## src/fesp_regs.vh

```
`ifndef FESP_REGS_VH
`define FESP_REGS_VH

// instruction codes
`define FESP_OP_WREN 8'h06
`define FESP_OP_WRDI 8'h04
`define FESP_OP_RDSR1 8'h05
`define FESP_OP_RDSR2 8'h35
`define FESP_OP_WRSR 8'h01
`define FESP_OP_PROG 8'h02
`define FESP_OP_QPROG 8'h32
`define FESP_OP_SECPROG 8'h42
`define FESP_OP_SECT_ERASE 8'h20
`define FESP_OP_BLK32_ERASE 8'h52
`define FESP_OP_BLK64_ERASE 8'hD8
`define FESP_OP_BLK64_ERASE_A4 8'hDC
`define FESP_OP_CHIP_ERASE_A 8'hC7
`define FESP_OP_CHIP_ERASE_B 8'h60
`define FESP_OP_SECREG_ERASE 8'h44
`define FESP_OP_PAUSE 8'h75
`define FESP_OP_RESUME 8'h7A
`define FESP_OP_SLEEP 8'hB9
`define FESP_OP_WAKE 8'hAB
`define FESP_OP_MFID 8'h90

// status byte field positions
`define FESP_SR1_BUSY_POS 0
`define FESP_SR1_WREN_POS 1
`define FESP_SR2_PAUSED_POS 7

// reset values
`define FESP_RST_FLAG 1'b0
`define FESP_RST_OE_B 1'b1

// frame lengths in serial clock edges
`define FESP_OPC_BITS 12'd8
`define FESP_BYTE_BITS 12'd8
`define FESP_ADDR3_BITS 12'd24
`define FESP_ADDR4_BITS 12'd32
`define FESP_ID_GAP_BITS 12'd24
`define FESP_BIT_CNT_MAX 12'hFFF

// clock rate and times
`define FESP_CLK_MHZ 40
`define FESP_T_WHOLE_ERASE_US 100000
`define FESP_T_BLOCK_ERASE_US 10000
`define FESP_T_SECTOR_ERASE_US 2000
`define FESP_T_PROG_US 500
`define FESP_T_PAUSE_NS 20000
`define FESP_T_SLEEP_ENTRY_NS 3000
`define FESP_T_WAKE_NS 3000
`define FESP_T_WAKE_ID_NS 1800

// cycle counts: longest times round down, least times round up
`define FESP_WHOLE_ERASE_CYC (`FESP_T_WHOLE_ERASE_US * `FESP_CLK_MHZ)
`define FESP_BLOCK_ERASE_CYC (`FESP_T_BLOCK_ERASE_US * `FESP_CLK_MHZ)
`define FESP_SECTOR_ERASE_CYC (`FESP_T_SECTOR_ERASE_US * `FESP_CLK_MHZ)
`define FESP_PROG_CYC (`FESP_T_PROG_US * `FESP_CLK_MHZ)
`define FESP_PAUSE_CYC ((`FESP_T_PAUSE_NS * `FESP_CLK_MHZ) / 1000)
`define FESP_SLEEP_ENTRY_CYC ((`FESP_T_SLEEP_ENTRY_NS * `FESP_CLK_MHZ) / 1000)
`define FESP_WAKE_CYC ((`FESP_T_WAKE_NS * `FESP_CLK_MHZ + 999) / 1000)
`define FESP_WAKE_ID_CYC ((`FESP_T_WAKE_ID_NS * `FESP_CLK_MHZ + 999) / 1000)

`endif

```

## src/fesp_seq.v

```verilog
`timescale 1ns/1ps
`default_nettype none
`include "fesp_regs.vh"

module fesp_seq #(
    parameter WHOLE_ERASE_CYC = `FESP_WHOLE_ERASE_CYC,
    parameter BLOCK_ERASE_CYC = `FESP_BLOCK_ERASE_CYC,
    parameter SECTOR_ERASE_CYC = `FESP_SECTOR_ERASE_CYC,
    parameter PROG_CYC = `FESP_PROG_CYC,
    parameter [7:0] MAKER_CODE = 8'hA5, // arbitrary value
    parameter [7:0] PART_CODE = 8'h3C // arbitrary value
) (
    // clock and reset
    input wire clock,
    input wire rst_b,
    input wire clk_en,
    // serial pins
    input wire spi_cs_b,
    input wire spi_sclk,
    input wire spi_mosi,
    output reg spi_miso,
    output reg spi_miso_oe_b,
    // configuration
    input wire addr4_mode,
    input wire protect_complement,
    input wire block_protect_bit3,
    input wire block_protect_bit2,
    input wire block_protect_bit1,
    input wire block_protect_bit0,
    input wire lock_any,
    // status
    output reg busy,
    output reg write_enable_latch,
    output reg paused_flag,
    output reg power_down,
    // array operation
    output reg op_start,
    output reg [7:0] op_code,
    output reg [31:0] op_addr,
    output reg array_fill_ones,
    output reg cmd_refused
);

    // class of the operation held in the main timer
    localparam [1:0] CLS_PROG = 2'h0;
    localparam [1:0] CLS_ERASE = 2'h1;
    localparam [1:0] CLS_CHIP = 2'h2;

    // power states
    localparam [1:0] PS_AWAKE = 2'h0;
    localparam [1:0] PS_ENTERING = 2'h1;
    localparam [1:0] PS_ASLEEP = 2'h2;
    localparam [1:0] PS_WAKING = 2'h3;

    reg [1:0] rst_pipe;
    reg [2:0] pin_meta;
    reg [2:0] pin_sync;
    reg sclk_prev;
    reg cs_prev;
    reg [11:0] bit_cnt;
    reg [7:0] opcode;
    reg [31:0] addr;
    reg [3:0] out_idx;
    reg [1:0] main_cls;
    reg [1:0] pstate;

    wire rst_sys_b;
    wire main_run;
    wire main_done;
    wire side_done;
    wire halt_done;
    wire pwr_done;

    // reset release through two flops, assertion stays asynchronous
    always @(posedge clock or negedge rst_b) begin
        if (!rst_b) begin
            rst_pipe <= 2'h0;
        end else begin
            rst_pipe <= {rst_pipe[0], 1'b1};
        end
    end
    assign rst_sys_b = rst_pipe[1];

    // pin synchronisers; only the second stage and its delayed copy are looked at
    always @(posedge clock or negedge rst_sys_b) begin
        if (!rst_sys_b) begin
            pin_meta <= 3'h4;
            pin_sync <= 3'h4;
            sclk_prev <= 1'b0;
            cs_prev <= 1'b1;
        end else if (clk_en) begin
            pin_meta <= {spi_cs_b, spi_sclk, spi_mosi};
            pin_sync <= pin_meta;
            sclk_prev <= pin_sync[1];
            cs_prev <= pin_sync[2];
        end
    end

    wire cs_low = ~pin_sync[2];
    wire mosi_s = pin_sync[0];
    wire sclk_rise = pin_sync[1] & ~sclk_prev & cs_low;
    wire sclk_fall = ~pin_sync[1] & sclk_prev & cs_low;
    wire cs_rise = pin_sync[2] & ~cs_prev;
    wire cs_fall = ~pin_sync[2] & cs_prev;

    // frame decode
    wire long_addr = (opcode == `FESP_OP_BLK64_ERASE_A4) || addr4_mode;
    wire [11:0] addr_bits = long_addr ? `FESP_ADDR4_BITS : `FESP_ADDR3_BITS;
    wire [11:0] addr_end = `FESP_OPC_BITS + addr_bits;
    wire [11:0] id_start = `FESP_OPC_BITS + `FESP_ID_GAP_BITS;
    wire has_opc = bit_cnt >= `FESP_OPC_BITS;
    wire exact8 = bit_cnt == `FESP_OPC_BITS;
    wire addr_exact = bit_cnt == addr_end;
    wire prog_len = (bit_cnt >= addr_end + `FESP_BYTE_BITS) && (bit_cnt[2:0] == 3'h0)
        && (bit_cnt != `FESP_BIT_CNT_MAX);

    wire is_sect_op = (opcode == `FESP_OP_SECT_ERASE) || (opcode == `FESP_OP_SECREG_ERASE);
    wire is_blk_op = (opcode == `FESP_OP_BLK32_ERASE) || (opcode == `FESP_OP_BLK64_ERASE)
        || (opcode == `FESP_OP_BLK64_ERASE_A4);
    wire is_chip_op = (opcode == `FESP_OP_CHIP_ERASE_A) || (opcode == `FESP_OP_CHIP_ERASE_B);
    wire is_prog_op = (opcode == `FESP_OP_PROG) || (opcode == `FESP_OP_QPROG)
        || (opcode == `FESP_OP_SECPROG);
    wire is_erase_op = is_sect_op | is_blk_op | is_chip_op;

    wire normal = pstate == PS_AWAKE;
    wire frame_ok = cs_rise && normal && has_opc;

    // any protected region at all; complement with all block bits set frees the array
    wire [3:0] bp = {block_protect_bit3, block_protect_bit2, block_protect_bit1,
        block_protect_bit0};
    wire any_protected = lock_any | (protect_complement ? (bp != 4'hF) : (bp != 4'h0));

    // suspend interlocks
    wire erase_locked = paused_flag && (main_cls != CLS_PROG);
    wire prog_locked = paused_flag && (main_cls == CLS_PROG);
    wire wrsr_locked = paused_flag && (opcode == `FESP_OP_WRSR);
    wire blocked = (is_erase_op && erase_locked) || (is_prog_op && prog_locked);

    // chip erase must end exactly after the opcode, erase ops after the address, program ops on a whole data byte past it
    wire well_formed = is_chip_op ? exact8 : (is_prog_op ? prog_len : addr_exact);
    wire want_op = frame_ok && (is_erase_op || is_prog_op) && well_formed;
    wire op_ok = want_op && write_enable_latch && !busy && !blocked
        && !(is_chip_op && any_protected);
    // while paused a second operation may run on the side timer, at any address, even inside the held block
    wire start_main = op_ok && !paused_flag;
    wire start_side = op_ok && paused_flag;

    wire pause_cmd = frame_ok && exact8 && (opcode == `FESP_OP_PAUSE);
    wire pause_ok = pause_cmd && !paused_flag && busy && main_run && !main_done
        && (main_cls != CLS_CHIP);
    wire resume_cmd = frame_ok && exact8 && (opcode == `FESP_OP_RESUME);
    wire resume_ok = resume_cmd && paused_flag && !busy;
    wire wren_ok = frame_ok && exact8 && (opcode == `FESP_OP_WREN);
    wire wrdi_ok = frame_ok && exact8 && (opcode == `FESP_OP_WRDI);
    wire sleep_ok = frame_ok && exact8 && (opcode == `FESP_OP_SLEEP) && !busy;
    wire wake_cmd = cs_rise && has_opc && (opcode == `FESP_OP_WAKE);
    wire wake_id = bit_cnt >= id_start;
    wire wake_ok = wake_cmd && !busy && (pstate == PS_ASLEEP) && (exact8 || wake_id);
    wire refuse = (want_op && !op_ok) || (frame_ok && wrsr_locked)
        || (pause_cmd && !pause_ok) || (resume_cmd && !resume_ok) || (wake_cmd && busy);

    // readout selection; in sleep only the wake/id read answers
    wire rd_sr1 = normal && has_opc && (opcode == `FESP_OP_RDSR1);
    wire rd_sr2 = normal && has_opc && (opcode == `FESP_OP_RDSR2);
    wire rd_id = (opcode == `FESP_OP_WAKE) && wake_id && !busy
        && (normal || pstate == PS_ASLEEP);
    wire rd_mf = normal && (opcode == `FESP_OP_MFID) && wake_id;
    wire rd_on = rd_sr1 | rd_sr2 | rd_id | rd_mf;

    reg [7:0] out_byte;

    // byte being streamed
    always @* begin
        out_byte = 8'h00;
        if (rd_sr1) begin
            out_byte[`FESP_SR1_BUSY_POS] = busy;
            out_byte[`FESP_SR1_WREN_POS] = write_enable_latch;
        end else if (rd_sr2) begin
            out_byte[`FESP_SR2_PAUSED_POS] = paused_flag;
        end else if (rd_id) begin
            out_byte = PART_CODE;
        end else if (rd_mf) begin
            out_byte = out_idx[3] ? PART_CODE : MAKER_CODE;
        end
    end

    // run length of the requested operation
    reg [31:0] run_cyc;
    always @* begin
        run_cyc = PROG_CYC;
        if (is_chip_op) begin
            run_cyc = WHOLE_ERASE_CYC;
        end else if (is_blk_op) begin
            run_cyc = BLOCK_ERASE_CYC;
        end else if (is_sect_op) begin
            run_cyc = SECTOR_ERASE_CYC;
        end
    end

    // sleep entry and both wake times share one counter, they never overlap
    wire [31:0] pwr_cyc = sleep_ok ? `FESP_SLEEP_ENTRY_CYC
        : (wake_id ? `FESP_WAKE_ID_CYC : `FESP_WAKE_CYC);

    // shift in opcode then address, msb first on rising clock edges
    always @(posedge clock or negedge rst_sys_b) begin
        if (!rst_sys_b) begin
            bit_cnt <= 12'h000;
            opcode <= 8'h00;
            addr <= 32'h00000000;
        end else if (clk_en) begin
            if (cs_fall) begin
                bit_cnt <= 12'h000;
                opcode <= 8'h00;
                addr <= 32'h00000000;
            end else if (sclk_rise) begin
                if (bit_cnt != `FESP_BIT_CNT_MAX) begin
                    bit_cnt <= bit_cnt + 12'h001;
                end
                if (bit_cnt < `FESP_OPC_BITS) begin
                    opcode <= {opcode[6:0], mosi_s};
                end else if (bit_cnt < addr_end) begin
                    addr <= {addr[30:0], mosi_s};
                end
            end
        end
    end

    // readout on falling edges; the pin is released once the synchronised select is seen high
    always @(posedge clock or negedge rst_sys_b) begin
        if (!rst_sys_b) begin
            spi_miso <= 1'b0;
            spi_miso_oe_b <= `FESP_RST_OE_B;
            out_idx <= 4'h0;
        end else if (clk_en) begin
            if (!cs_low) begin
                spi_miso_oe_b <= 1'b1;
                out_idx <= 4'h0;
            end else if (sclk_fall && rd_on) begin
                spi_miso <= out_byte[3'h7 - out_idx[2:0]];
                spi_miso_oe_b <= 1'b0;
                out_idx <= out_idx + 4'h1;
            end
        end
    end

    // operation timers: main work, side work during a pause, pause latency, power
    fesp_timer #(.W(32)) u_main (
        .clock(clock),
        .rst_sys_b(rst_sys_b),
        .clk_en(clk_en),
        .load(start_main),
        .load_val(run_cyc),
        .hold(paused_flag),
        .running(main_run),
        .done(main_done)
    );

    fesp_timer #(.W(32)) u_side (
        .clock(clock),
        .rst_sys_b(rst_sys_b),
        .clk_en(clk_en),
        .load(start_side),
        .load_val(run_cyc),
        .hold(1'b0),
        .running(),
        .done(side_done)
    );

    fesp_timer #(.W(32)) u_halt (
        .clock(clock),
        .rst_sys_b(rst_sys_b),
        .clk_en(clk_en),
        .load(pause_ok),
        .load_val(`FESP_PAUSE_CYC),
        .hold(1'b0),
        .running(),
        .done(halt_done)
    );

    fesp_timer #(.W(32)) u_pwr (
        .clock(clock),
        .rst_sys_b(rst_sys_b),
        .clk_en(clk_en),
        .load(sleep_ok | wake_ok),
        .load_val(pwr_cyc),
        .hold(1'b0),
        .running(),
        .done(pwr_done)
    );

    // status flags; a reset stands for power loss and drops any pause
    always @(posedge clock or negedge rst_sys_b) begin
        if (!rst_sys_b) begin
            busy <= `FESP_RST_FLAG;
            write_enable_latch <= `FESP_RST_FLAG;
            paused_flag <= `FESP_RST_FLAG;
            main_cls <= CLS_PROG;
        end else if (clk_en) begin
            if (start_main || start_side || resume_ok) begin
                busy <= 1'b1;
            end else if (main_done || side_done || halt_done) begin
                busy <= 1'b0;
            end
            // a write enable landing on a completion cycle still wins
            if (wren_ok) begin
                write_enable_latch <= 1'b1;
            end else if (wrdi_ok || main_done || side_done) begin
                write_enable_latch <= 1'b0;
            end
            if (pause_ok) begin
                paused_flag <= 1'b1;
            end else if (resume_ok) begin
                paused_flag <= 1'b0;
            end
            if (start_main) begin
                main_cls <= is_chip_op ? CLS_CHIP : (is_prog_op ? CLS_PROG : CLS_ERASE);
            end
        end
    end

    // operation strobes to the array
    always @(posedge clock or negedge rst_sys_b) begin
        if (!rst_sys_b) begin
            op_start <= 1'b0;
            op_code <= 8'h00;
            op_addr <= 32'h00000000;
            array_fill_ones <= 1'b0;
            cmd_refused <= 1'b0;
        end else if (clk_en) begin
            op_start <= op_ok;
            cmd_refused <= refuse;
            array_fill_ones <= main_done && (main_cls == CLS_CHIP);
            if (op_ok) begin
                op_code <= opcode;
                op_addr <= addr;
            end
        end
    end

    // power state; nothing but the wake opcode is heard until awake again
    always @(posedge clock or negedge rst_sys_b) begin
        if (!rst_sys_b) begin
            pstate <= PS_AWAKE;
            power_down <= `FESP_RST_FLAG;
        end else if (clk_en) begin
            case (pstate)
                PS_AWAKE: begin
                    if (sleep_ok) begin
                        pstate <= PS_ENTERING;
                    end
                end
                PS_ENTERING: begin
                    if (pwr_done) begin
                        pstate <= PS_ASLEEP;
                        power_down <= 1'b1;
                    end
                end
                PS_ASLEEP: begin
                    if (wake_ok) begin
                        pstate <= PS_WAKING;
                    end
                end
                PS_WAKING: begin
                    if (pwr_done) begin
                        pstate <= PS_AWAKE;
                        power_down <= 1'b0;
                    end
                end
                default: begin
                    pstate <= PS_AWAKE;
                end
            endcase
        end
    end

endmodule // fesp_seq

`default_nettype wire

```

## src/fesp_timer.v

```verilog
`timescale 1ns/1ps
`default_nettype none

module fesp_timer #(
    parameter W = 32
) (
    // clock and reset
    input wire clock,
    input wire rst_sys_b,
    input wire clk_en,
    // control
    input wire load,
    input wire [W-1:0] load_val,
    input wire hold,
    // status
    output reg running,
    output reg done
);

    reg [W-1:0] cnt;

    // down counter; a zero load still takes one cycle so done is never lost
    always @(posedge clock or negedge rst_sys_b) begin
        if (!rst_sys_b) begin
            cnt <= {W{1'b0}};
            running <= 1'b0;
            done <= 1'b0;
        end else if (clk_en) begin
            done <= 1'b0;
            if (load) begin
                cnt <= (load_val == {W{1'b0}}) ? {{(W-1){1'b0}}, 1'b1} : load_val;
                running <= 1'b1;
            end else if (running && !hold) begin
                if (cnt <= {{(W-1){1'b0}}, 1'b1}) begin
                    running <= 1'b0;
                    done <= 1'b1;
                end else begin
                    cnt <= cnt - {{(W-1){1'b0}}, 1'b1};
                end
            end
        end
    end

endmodule // fesp_timer

`default_nettype wire

```

## config.mk

```make
export PLATFORM = sky130hd
export DESIGN_NAME = fesp_seq
export DESIGN_NICKNAME = d
export VERILOG_FILES = /design/src/fesp_seq.v /design/src/fesp_timer.v
export VERILOG_INCLUDE_DIRS = /design/src
export SDC_FILE = /design/constraint.sdc
export NUM_CORES = 1
export LEC_CHECK = 0
export ABC_AREA = 1
export BUFFER_PORTS_ARGS = -buffer_cell sky130_fd_sc_hd__buf_4
export CELL_PAD_IN_SITES_DETAIL_PLACEMENT = 0
export CELL_PAD_IN_SITES_GLOBAL_PLACEMENT = 1
export CORE_MARGIN = 8
export CORE_UTILIZATION = 45
export CTS_CLUSTER_DIAMETER = 200
export DETAILED_ROUTE_END_ITERATION = 7
export PLACE_DENSITY = 0.85
export REMOVE_ABC_BUFFERS = 1
export SYNTH_ARGS = -nofsm -noshare
export SYNTH_HDL_FRONTEND = slang
export SYNTH_SLANG_ARGS = --single-unit
```

## constraint.sdc

```tcl
create_clock -name clock -period 8.7 [get_ports clock]
set_input_delay 1.74 -clock clock [delete_from_list [all_inputs] [get_ports clock]]
set_output_delay 1.74 -clock clock [all_outputs]
set_load 0.02 [all_outputs]
```

==> flow_metrics.py, run 1 <==
metrics = {
    "placement": {
        "gp_congestion": 0.892,
        "place_hpwl_um": 26800,
        "place_area_um2": 15700,
        "portBuffers": 61,
    },
    "setup_path": {
        "path_class": "input port to register",
        "crit_buf_inv": 2,
        "slowest_delay_ns": 0.87,
        "cp-start-kind": "input port",
        "worst_ep_required_time_ns": 9.20,
        "worst-path-max-fanout": 31,
        "cp-end-kind": "register",
        "slowest_stage": "nand4_2",
        "worst_path_most_repeated_cell": "nand2_1",
        "cp.arrival_ns": 5.09,
        "critical_path.cell_chain": "buf_4 -> inv_1 -> nand2_1 -> ha_1 -> nand2_1 -> nor3_1 -> nand3_1 -> nor2_1 -> nor2_1 -> a21oi_2 -> nand4_2 -> nand2_2 -> nand2_1 -> nand2_1",
        "critical_path.top_delay_family": "simple AND/OR/NAND/NOR gates",
    },
    "clock_tree": {
        "cts.sinks": 255,
        "cts_resized": 0,
        "cts_max_level": 1,
        "max-clock-path-buffers": 3,
        "ctsHoldBuffers": 0,
        "clock_latency_ns": 0.58,
        "cts-buffers-inserted": 29,
        "cts.reportedPaths.clkPinSlew_ns": 0.06,
        "root_buffer": "clkbuf_16",
        "postCtsSetupBuffers": 0,
        "cts_tree": "done",
    },
    "floorplan": {
        "die_w_um": 198,
        "die_area_um2": 39100,
        "die_h_um": 198,
        "rows": 66,
        "core-area_um2": 32500,
        "initial_core_util_pct": 45.6,
        "ios": 62,
    },
    "sta": {
        "period_needed_ns": 4.59,
        "fmax_mhz": 218,
        "slew_viol_final": 0,
        "fin_setup_tns_ns": 0,
        "final.setup_skew_ns": 0.0179,
        "setup_viol": 0,
        "fin_crit_sh_pct": 52.7,
        "hold_ws_ns": 0.347,
        "worst_slew_pin_slew_ns": 1.17,
        "slew_headroom_pct": 21.9,
        "rsz0062_at_grt": "no",
        "final_hold_viol_count": 0,
    },
    "detailed_routing": {
        "routed.top_layer": "met4",
        "routed_wl_um": 38300,
        "drtPass1Iterations": 5,
        "antenna_left": 0,
        "wl_met1_um": 18100,
        "route.met3.wl_um": 1270,
        "wl_per_cell_um": 15.0,
        "drtIter0Drc": 857,
        "drc": 0,
        "avgViaCountPerCell": 5.22,
        "vias": 13382,
        "route.met2.wl_um": 18000,
    },
    "layout": {
        "seqCellArea_um2": 6390,
        "multi_input_area_um2": 7520,
        "nFillCells": 3348,
        "postLayoutCellArea_um2": 16700,
        "area_delta_synth_final_pct": 12.5,
        "drive_gt1_share_pct": 7.35,
        "diodes": 0,
        "nNetsFinal": 2129,
    },
    "status": {
        "outcome": "finished, final reports clean",
    },
    "logic_synthesis": {
        "yosys_warnings": 0,
        "syn_inst": 2064,
        "ys_seq_area_share_pct": 43.0,
        "yosys_register_bits": 255,
        "synth.distinct_cells": 49,
        "syn_avg_cell_area_um2": 7.19,
        "syn-cell-area_um2": 14800,
    },
    "power_and_ir_drop": {
        "ir_drop_mv": 0.164,
        "power_switching_w": 0.00154,
        "power.internal_w": 0.00260,
        "clkPwrFrac_pct": 32.2,
        "swShare_pct": 37.2,
        "leakage_nw": 8.75,
        "p_comb_share_pct": 29.0,
        "seqPwrFrac_pct": 38.8,
        "p_per_area_nw_per_um2": 248,
    },
    "global_routing": {
        "antenna_found_initial": 0,
        "grt_max_degree": 132,
        "grt_pass1_vias": 13145,
        "grt.total_usage_pct": 19.9,
        "grt_pass1_wl_um": 65400,
        "gr-total-overflow": 0,
    },
    "hold_path": {
        "hold_path.class": "register to async pin",
    },
    "flow_run": {
        "drv_cap": 0,
    },
}
cell usage in the layout, fill, tap and decap left out, types with 3 or more instances in the layout:
cell type and count:
inv_1 163, o22ai_1 7, nor3_2 3, o21ai_1 22, nand3b_1 3, nor4_1 19
clkbuf_16 29, clkinv_4 3, nor2_2 5, clkbuf_1 6, a31oi_1 3, or2_2 3
bufinv_16 5, clkbuf_8 5, xnor2_1 45, nor3_1 29, dfrtp_1 250, o211ai_1 6
o21ai_0 95, nand3_1 213, nand2_1 602, a21oi_1 14, inv_2 9, clkinv_2 3
nor2_1 319, nand4_1 73, xor2_1 64, buf_4 69, dfstp_2 4, nand2_2 3
ha_1 17, o21bai_1 3
final cells by class:
| type | count | area share, % |
|---|---|---|
| Multi-Input combinational cell | 1569 | 45.0 |
| Sequential cell | 255 | 38.3 |
| Clock buffer | 40 | 4.89 |
| Inverter | 174 | 3.91 |
| Tap cell | 442 | 3.31 |
| Timing Repair Buffer | 70 | 3.22 |
| Clock inverter | 14 | 1.36 |
layer usage:
metal | vias to the layer above | GRT usage, %
li1 | 6744 | -
met1 | 6357 | 26.8
met2 | 211 | 33.2
met3 | 70 | 2.56
met4 | 0 | 5.59
met5 | - | 0
synth_stat cells (all sizes together):
cell | number | share of area (%)
o21ai | 117 | 3.9
clkinv | 2 | 0.051
o31ai | 1 | 0.051
a21oi | 17 | 0.70
nor2 | 325 | 8.3
conb | 1 | 0.025
nand2b | 1 | 0.042
a31oi | 3 | 0.13
nor4 | 19 | 0.80
o311ai | 1 | 0.059
o2111ai | 1 | 0.059
o32ai | 1 | 0.059
xor2 | 64 | 3.8
inv | 172 | 4.3
dfrtp | 251 | 42
o22ai | 7 | 0.29
dfstp | 4 | 0.71
nand3b | 3 | 0.15
o211ai | 6 | 0.30
o221ai | 1 | 0.059
and2 | 1 | 0.042
nand2 | 606 | 15
nor3b | 1 | 0.051
o21bai | 3 | 0.15
nor4b | 1 | 0.059
ha | 17 | 1.4
xnor2 | 45 | 2.7
buf | 21 | 0.85
or2 | 3 | 0.13
nor3 | 32 | 1.2
clkbuf | 45 | 1.1
nand4 | 76 | 3.4
nand3 | 214 | 7.2
a31o | 1 | 0.059
or3 | 1 | 0.042
final timing paths:
kind / startpoint / to / slack (ns) / depth (start not counted)
min in group clock: rst_pipe[0] / rst_pipe[1] / 0.35 / 0
max reg2reg: opcode[5] / u_side.cnt[6] / 4.68 / 16
min: rst_pipe[1] / u_halt.cnt[3] / 0.35 / 0
max in group asynchronous: rst_pipe[1] / u_pwr.cnt[18] / 6.95 / 1
min reg2reg: rst_pipe[1] / u_halt.cnt[3] / 0.35 / 0
max: addr4_mode / u_side.cnt[6] / 4.11 / 14
cells by family (layout without fill, tap and decap cells):
| kind of cell | Yosys count | count (layout) | share of synthesized area (%) |
|---|---|---|---|
| AND/OR/NAND/NOR | 1283 | 1283 | 36.9 |
| flip-flops | 255 | 255 | 43.0 |
| buffers and inverters | 240 | 298 | 6.39 |
| AO/OA/AOI/OAI | 159 | 159 | 5.87 |
| XOR/XNOR | 109 | 109 | 6.43 |
| adder cells (fa/ha/maj) | 17 | 17 | 1.43 |
| other | 1 | 1 | 0.0253 |
worst reg2reg max path, delay by kind of cell, from the launching register on:
| kind | cells | cell delay, ns |
|---|---|---|
| AO/OA/AOI/OAI | 1 | 0.51 |
| adder cells (fa/ha/maj) | 1 | 0.29 |
| flip-flops | 1 | 0.40 |
| AND/OR/NAND/NOR | 13 | 2.66 |
| buffers and inverters | 1 | 0.08 |
sequential cells by signal, summed over array words and instances (netlist names), 2 cells and up:
| name | cells |
|---|---|
| pin_meta | 3 |
| op_code | 8 |
| rst_pipe | 2 |
| u_side.cnt | 32 |
| pstate | 2 |
| u_halt.cnt | 32 |
| opcode | 8 |
| addr | 32 |
| u_pwr.cnt | 32 |
| bit_cnt | 12 |
| op_addr | 32 |
| pin_sync | 3 |
| main_cls | 2 |
| u_main.cnt | 32 |
| out_idx | 4 |
per-stage QoR:
stage	instances	total power, W	worst slack, ns	util, %
global placement	2510	0.00280	3.67	48.1
detailed placement	2510	0.00282	3.54	48.1
global route	2564	0.00445	3.69	51.3
floorplan	1998	0.00250	1.07	-
CTS	2564	0.00418	4.15	51.3
finish	2564	0.00414	4.11	51.3
power groups by stage:
stage / Sequential, W / Clock [W] / Combinational [W]
floorplan: 0.00158 / 0 / 0.000919
global placement: 0.00162 / 0 / 0.00119
detailed placement: 0.00162 / 0 / 0.00120
CTS: 0.00160 / 0.00137 / 0.00121
global route: 0.00164 / 0.00141 / 0.00139
finish: 0.00161 / 0.00133 / 0.00120
(Power assumes the default switching activity.)
==> inputs of run 2 (changes only) <==
ABC_AREA = 0   (was 1)
PLACE_DENSITY = 0.81   (was 0.85)
clock period = 4.3 ns   (was 8.7 ns; I/O delays follow)
==> run 2 against run 1 <==
  * Worst hold slack got worse by 0.27 ns
  * Sequential power rose by 66%
  * Global-route usage fell by 2.0 points
  * Critical path type is now register to register
==> flow_metrics.py, run 2 <==
metrics = {
    "sta": {
        "slew_viol_final": 0,
        "worst_slew_pin_slew_ns": 0.910,
        "rsz0062_at_grt": "no",
        "period_needed_ns": 3.85,
        "final.setup_skew_ns": 0.0104,
        "fin_crit_sh_pct": 89.5,
        "fmax_mhz": 260,
        "slew_headroom_pct": 39.0,
        "final_hold_viol_count": 0,
        "setup_viol": 0,
    },
    "power_and_ir_drop": {
        "ir_drop_mv": 0.321,
        "swShare_pct": 27.2,
        "seqPwrFrac_pct": 44.0,
        "p_per_area_nw_per_um2": 401,
        "p_comb_share_pct": 12.0,
        "totalPowerFinal_w": 0.00607,
        "leakage_nw": 7.07,
        "power_switching_w": 0.00165,
        "clkPwrFrac_pct": 44.0,
        "power.internal_w": 0.00442,
    },
    "clock_tree": {
        "cts_max_level": 1,
        "root_buffer": "clkbuf_16",
        "cts_tree": "done",
        "cts.reportedPaths.clkPinSlew_ns": 0.06,
        "cts.sinks": 255,
        "clock_latency_ns": 0.55,
        "max-clock-path-buffers": 3,
        "cts-buffers-inserted": 28,
    },
    "setup_path": {
        "timing.rr.end": "u_side.cnt[19]",
        "slowest_delay_ns": 0.59,
        "critical_path.cell_chain": "nor2b_1 -> a41o_1 -> ha_1 -> or3b_1 -> a2111oi_2 -> a2111oi_2 -> a311oi_4 -> nor4_1 -> nand2_1 -> a41oi_1 -> o22a_1",
        "cp.arrival_ns": 4.33,
        "cp.depth": 11,
        "r2r_start": "opcode[4]",
        "crit_buf_inv": 0,
        "cp-startpoint": "opcode[4]",
        "rr_worst_depth": 11,
        "regToRegSetupSlack_ns": 0.45,
        "worst_ep_required_time_ns": 4.79,
        "worst-path-max-fanout": 15,
        "cp-start-kind": "register",
        "slowest_stage": "a2111oi_2",
        "critical_path.top_delay_family": "compound AO/OA/AOI/OAI gates",
        "crit_end": "u_side.cnt[19]",
        "worst_path_most_repeated_cell": "a2111oi_2",
        "cp-end-kind": "register",
        "path_class": "register to register",
    },
    "global_routing": {
        "grt_max_degree": 97,
        "gr-total-overflow": 0,
        "grt_pass1_vias": 10635,
        "grt.total_usage_pct": 17.9,
        "antenna_found_initial": 1,
        "grt_pass1_wl_um": 54000,
    },
    "layout": {
        "final_cell_mix": "dfrtp_1, nand2_1, nor2_1, buf_4",
        "diodes": 0,
        "nNetsFinal": 1474,
        "fin_util_pct": 52.6,
        "area_delta_synth_final_pct": 14.6,
        "layout_commonest_cell": "dfrtp_1",
        "drive_gt1_share_pct": 15.8,
    },
    "floorplan": {
        "die_h_um": 187,
        "rows": 62,
        "initial_core_util_pct": 45.9,
        "core-area_um2": 28800,
        "die_w_um": 187,
        "die_area_um2": 35100,
        "ios": 62,
    },
    "detailed_routing": {
        "vias": 10547,
        "antenna_left": 0,
        "drtIter0Drc": 791,
        "routed_wl_um": 31400,
        "wl_per_cell_um": 17.0,
        "drtPass1Iterations": 5,
        "drc": 0,
        "avgViaCountPerCell": 5.70,
    },
    "logic_synthesis": {
        "syn_inst": 1392,
        "post-synth-top-area-fraction_pct": 47.6,
        "ys_seq_area_share_pct": 48.4,
        "yosys_warnings": 0,
        "syn_avg_cell_area_um2": 9.49,
        "syn-cell-area_um2": 13200,
        "synth_edf_count": 0,
        "synth_largest_area_cell": "dfrtp_1",
        "synth_most_common_cell": "dfrtp_1",
        "synthTopCellsByArea": "dfrtp_1, nand2_1, nor2_1",
        "yosys_register_bits": 255,
        "synth_async_sr_flop_share_pct": 100,
        "synth_flop_cell": "dfrtp_1",
        "synthTopCellsByCount": "dfrtp_1, nand2_1, nor2_1, nand3_1, o21ai_0",
        "synth.distinct_cells": 91,
    },
    "placement": {
        "portBuffers": 61,
        "gp_congestion": 0.813,
        "place_hpwl_um": 20800,
    },
    "hold_path": {
        "hold_path.class": "input port to async pin",
    },
    "status": {
        "outcome": "finished, final reports clean",
    },
    "flow_run": {
        "drv_cap": 0,
    },
}
[run 2: cell types whose count changed in the layout (fill, tap and decap cells not counted), moves of 25 or more]
| cell | previous run | this run |
|---|---|---|
| nand2_1 | 602 | 169 |
| nor2_1 | 319 | 155 |
| nand3_1 | 213 | 68 |
| inv_1 | 163 | 39 |
| nand4_1 | 73 | 21 |
| mux2_2 | 0 | 49 |
| xor2_1 | 64 | 27 |
| a21oi_1 | 14 | 48 |
| o21ai_0 | 95 | 68 |
| nor4_1 | 19 | 45 |
| or3_1 | 1 | 26 |
[run 2: cells by family after synthesis]
| logic type | count (synthesis) | synth area share [%] |
|---|---|---|
| XOR/XNOR | 78 | 5.17 |
| buffers and inverters | 106 | 3.47 |
| multiplexers | 53 | 4.48 |
| AO/OA/AOI/OAI | 228 | 11.5 |
| AND/OR/NAND/NOR | 654 | 25.4 |
| other | 1 | 0.0284 |
| adder cells (fa/ha/maj) | 17 | 1.61 |
| flip-flops | 255 | 48.4 |
[run 2: how the worst min path moves through the flow]
stage | start | to | depth (start not counted)
2_1_floorplan | rst_pipe[0] | rst_pipe[1] | 0
3_3_place_gp | rst_pipe[1] | op_addr[9] | 0
3_5_place_dp | rst_pipe[1] | addr[10] | 0
4_1_cts | rst_b | rst_pipe[1] | 1
5_1_grt | rst_b | rst_pipe[0] | 1
6_report | rst_b | rst_pipe[1] | 1
[run 2: area by class of cell]
class                      instances  area, um2
multi-input combinational       1031       6370
fill                            2656      13600
sequential                       255       6390
tap                              384        480
inverter                          40        150
timing repair buffer              88        711
clock inverter                    14        244
clock buffer                      38        788
[run 2: routing by layer]
metal | global-route usage, % | part of all wire, % | vias up
li1 | - | - | 5069
met4 | 4.43 | 1.8 | 2
met5 | 0 | 0.041 | -
met1 | 24.6 | 47 | 5215
met3 | 2.85 | 4.7 | 49
met2 | 29.1 | 46 | 212
[run 2: through the flow]
step / setup TNS (ns) / hold slack [ns] / instance area [um2] / std cells / setup slack (ns)
6_report: 0 / 0.0806 / 15100 / 1850 / 0.453
4_1_cts: 0 / 0.0599 / 15100 / 1850 / 0.291
3_5_place_dp: 0 / 0.309 / 14100 / 1798 / 0.188
5_1_grt: 0 / 0.0638 / 15100 / 1850 / 0.129
3_3_place_gp: 0 / 0.309 / 14100 / 1798 / 0.277
2_1_floorplan: -833.03 / 0.331 / 12900 / 1326 / -3.33
[run 2: power groups by stage]
stage	Clock, W	Sequential [W]	Combinational, W
after global placement	0	0.00271	0.000719
after detailed placement	0	0.00271	0.000733
after CTS	0.00273	0.00267	0.000736
after global routing	0.00284	0.00269	0.000825
after floorplan	0	0.00274	0.000422
final	0.00267	0.00267	0.000730
[run 2: worst reg2reg max path: stages (launching register included)]
cell and delay, ns:
dfrtp_1 0.53, nor2b_1 0.34, a41o_1 0.28, ha_1 0.24, or3b_1 0.17, a2111oi_2 0.07
a2111oi_2 0.59, a311oi_4 0.14, nor4_1 0.41, nand2_1 0.46, a41oi_1 0.38, o22a_1 0.16
[run 2: repair_timing]
action | in CTS | in global routing
buffers inserted | 0 | 0
resized for setup | 0 | 2
hold buffers | 0 | 0
endpoints found under the setup margin | 0 | 10
==> inputs of run 3 (changes only) <==
CORE_MARGIN = not set   (was 8)
GPL_ROUTABILITY_DRIVEN = 0   (was not set)
==> run 3 against run 2 <==
  * Power rose by 1.0%
  * Via count fell by 1.1%
  * Clock skew rose by 0.015 ns
  * Register-to-register slack got worse by 0.07 ns
  * Worst hold slack got worse by 0.0014 ns
  * Sequential power barely moved
  * Cell count rose by 0.22%
  * Setup slack got worse by 0.068 ns
  * Combinational power fell by 2%
  * Critical path type unchanged
  * Largest power group is now the clock network
  * Highest routed layer is now met4
==> flow_metrics.py, run 3 (synthesized netlist as in run 2, its figures left out) <==
metrics = {
    "layout": {
        "multi_input_area_um2": 6370,
        "drive_gt1_share_pct": 16.0,
        "final_cell_mix": "dfrtp_1, nand2_1, nor2_1, buf_4",
        "nNetsFinal": 1476,
        "nFillCells": 2650,
        "diodes": 0,
        "area_delta_synth_final_pct": 15.0,
        "layout_commonest_cell": "dfrtp_1",
        "stdcell_count": 1854,
        "seqCellArea_um2": 6390,
    },
    "power_and_ir_drop": {
        "ir_drop_mv": 0.307,
        "totalPowerFinal_w": 0.00613,
        "p_per_area_nw_per_um2": 404,
        "leakage_nw": 7.13,
    },
    "clock_tree": {
        "cts_max_level": 1,
        "cts-buffers-inserted": 30,
        "postCtsSetupBuffers": 0,
        "ctsHoldBuffers": 0,
        "cts_resized": 0,
        "cts.sinks": 255,
        "clock_latency_ns": 0.56,
        "root_buffer": "clkbuf_16",
        "cts.reportedPaths.clkPinSlew_ns": 0.06,
        "max-clock-path-buffers": 3,
        "cts_tree": "done",
    },
    "sta": {
        "fin_setup_tns_ns": 0,
        "final_hold_viol_count": 0,
        "hold_ws_ns": 0.0792,
        "setup_viol": 0,
        "slew_headroom_pct": 28.6,
        "slew_viol_final": 0,
        "fin_crit_sh_pct": 91.1,
        "final.setup_skew_ns": 0.0251,
        "rsz0062_at_grt": "no",
        "worst_slew_pin_slew_ns": 1.07,
        "period_needed_ns": 3.92,
        "fmax_mhz": 255,
    },
    "setup_path": {
        "slowest_stage": "a2111oi_2",
        "cp.arrival_ns": 4.40,
        "crit_buf_inv": 0,
        "worst-path-max-fanout": 15,
        "rr_worst_depth": 11,
        "regToRegSetupSlack_ns": 0.38,
        "worst_ep_required_time_ns": 4.79,
        "worst_path_most_repeated_cell": "a2111oi_2",
        "cp-start-kind": "register",
        "timing.rr.end": "u_side.cnt[19]",
        "path_class": "register to register",
        "slowest_delay_ns": 0.64,
        "critical_path.cell_chain": "nor2b_1 -> a41o_1 -> ha_1 -> or3b_1 -> a2111oi_2 -> a2111oi_2 -> a311oi_4 -> nor4_1 -> nand2_1 -> a41oi_1 -> o22a_1",
        "critical_path.top_delay_family": "compound AO/OA/AOI/OAI gates",
        "r2r_start": "opcode[4]",
        "cp-end-kind": "register",
    },
    "placement": {
        "portBuffers": 61,
        "place_hpwl_um": 20100,
        "place_inst": 1798,
    },
    "floorplan": {
        "die_h_um": 173,
        "ios": 62,
        "die_w_um": 173,
        "die_area_um2": 30000,
        "core-area_um2": 28800,
        "rows": 62,
        "initial_core_util_pct": 45.9,
    },
    "flow_run": {
        "drv_cap": 0,
    },
    "global_routing": {
        "grt_max_degree": 120,
        "antenna_found_initial": 0,
        "grt_pass1_wl_um": 52800,
        "gr-total-overflow": 0,
        "grt_pass1_vias": 10375,
        "grt.total_usage_pct": 21.0,
    },
    "detailed_routing": {
        "drtIter0Drc": 702,
        "drc": 0,
        "antenna_left": 0,
        "avgViaCountPerCell": 5.63,
        "wl_per_cell_um": 16.5,
        "drtPass1Iterations": 5,
        "routed_wl_um": 30700,
        "vias": 10432,
    },
    "status": {
        "outcome": "finished, final reports clean",
    },
    "hold_path": {
        "hold_path.class": "input port to async pin",
    },
}
-- run 3: cell count changes in the layout (fill, tap and decap cells not counted), sizes merged --
cell / delta
clkinv: +5
clkinvlp: -5
clkbuf: +4
bufinv: -1
inv: +1
-- run 3: report_power, final --
group          total (W)  internal (W)  switching [W]
Sequential       0.00268       0.00253       0.000148
Combinational   0.000716      0.000245       0.000471
Clock            0.00274       0.00172        0.00102
Total            0.00613       0.00449        0.00164
-- run 3: worst reg2reg max path, delay by kind of cell, from the launching register on --
kind                     cells  cell delay (ns)
AO/OA/AOI/OAI                6             1.66
adder cells (fa/ha/maj)      1             0.24
flip-flops                   1             0.56
AND/OR/NAND/NOR              4             1.36
-- run 3: cell type report --
cell class                 instances  share of cell area (%)
multi-input combinational       1031                    41.9
clock inverter                    14                    1.38
inverter                          40                   0.989
tap                              384                    3.16
timing repair buffer              88                    4.68
clock buffer                      42                    5.77
sequential                       255                    42.1
-- run 3: worst max-delay path by stage --
stage                     start              to  slack (ns)  depth (start not counted)
floorplan           rst_pipe[1]         addr[0]       -3.33                          0
global placement     addr4_mode  u_side.cnt[19]        0.34                         11
detailed placement   addr4_mode  u_side.cnt[15]        0.26                         10
CTS                   opcode[4]  u_side.cnt[29]        0.37                         10
global route          opcode[4]  u_side.cnt[19]        0.03                         11
finish                opcode[4]  u_side.cnt[19]        0.38                         11
-- run 3: metal layers --
layer	routed length [um]	vias up	global-route usage (%)	share of wire, %
li1	-	5084	-	-
met1	14500	5109	29.6	47
met2	14100	202	33.8	46
met3	1580	37	3.60	5.1
met4	460	0	4.94	1.5
met5	0	-	0	0
-- run 3: metrics by stage --
stage	utilization, %	cell area, um2	worst slack [ns]
after floorplan	-	12900	-3.33
after global placement	49.0	14100	0.342
after detailed placement	49.0	14100	0.260
after CTS	52.8	15200	0.372
after global routing	52.8	15200	0.0343
final	52.8	15200	0.385
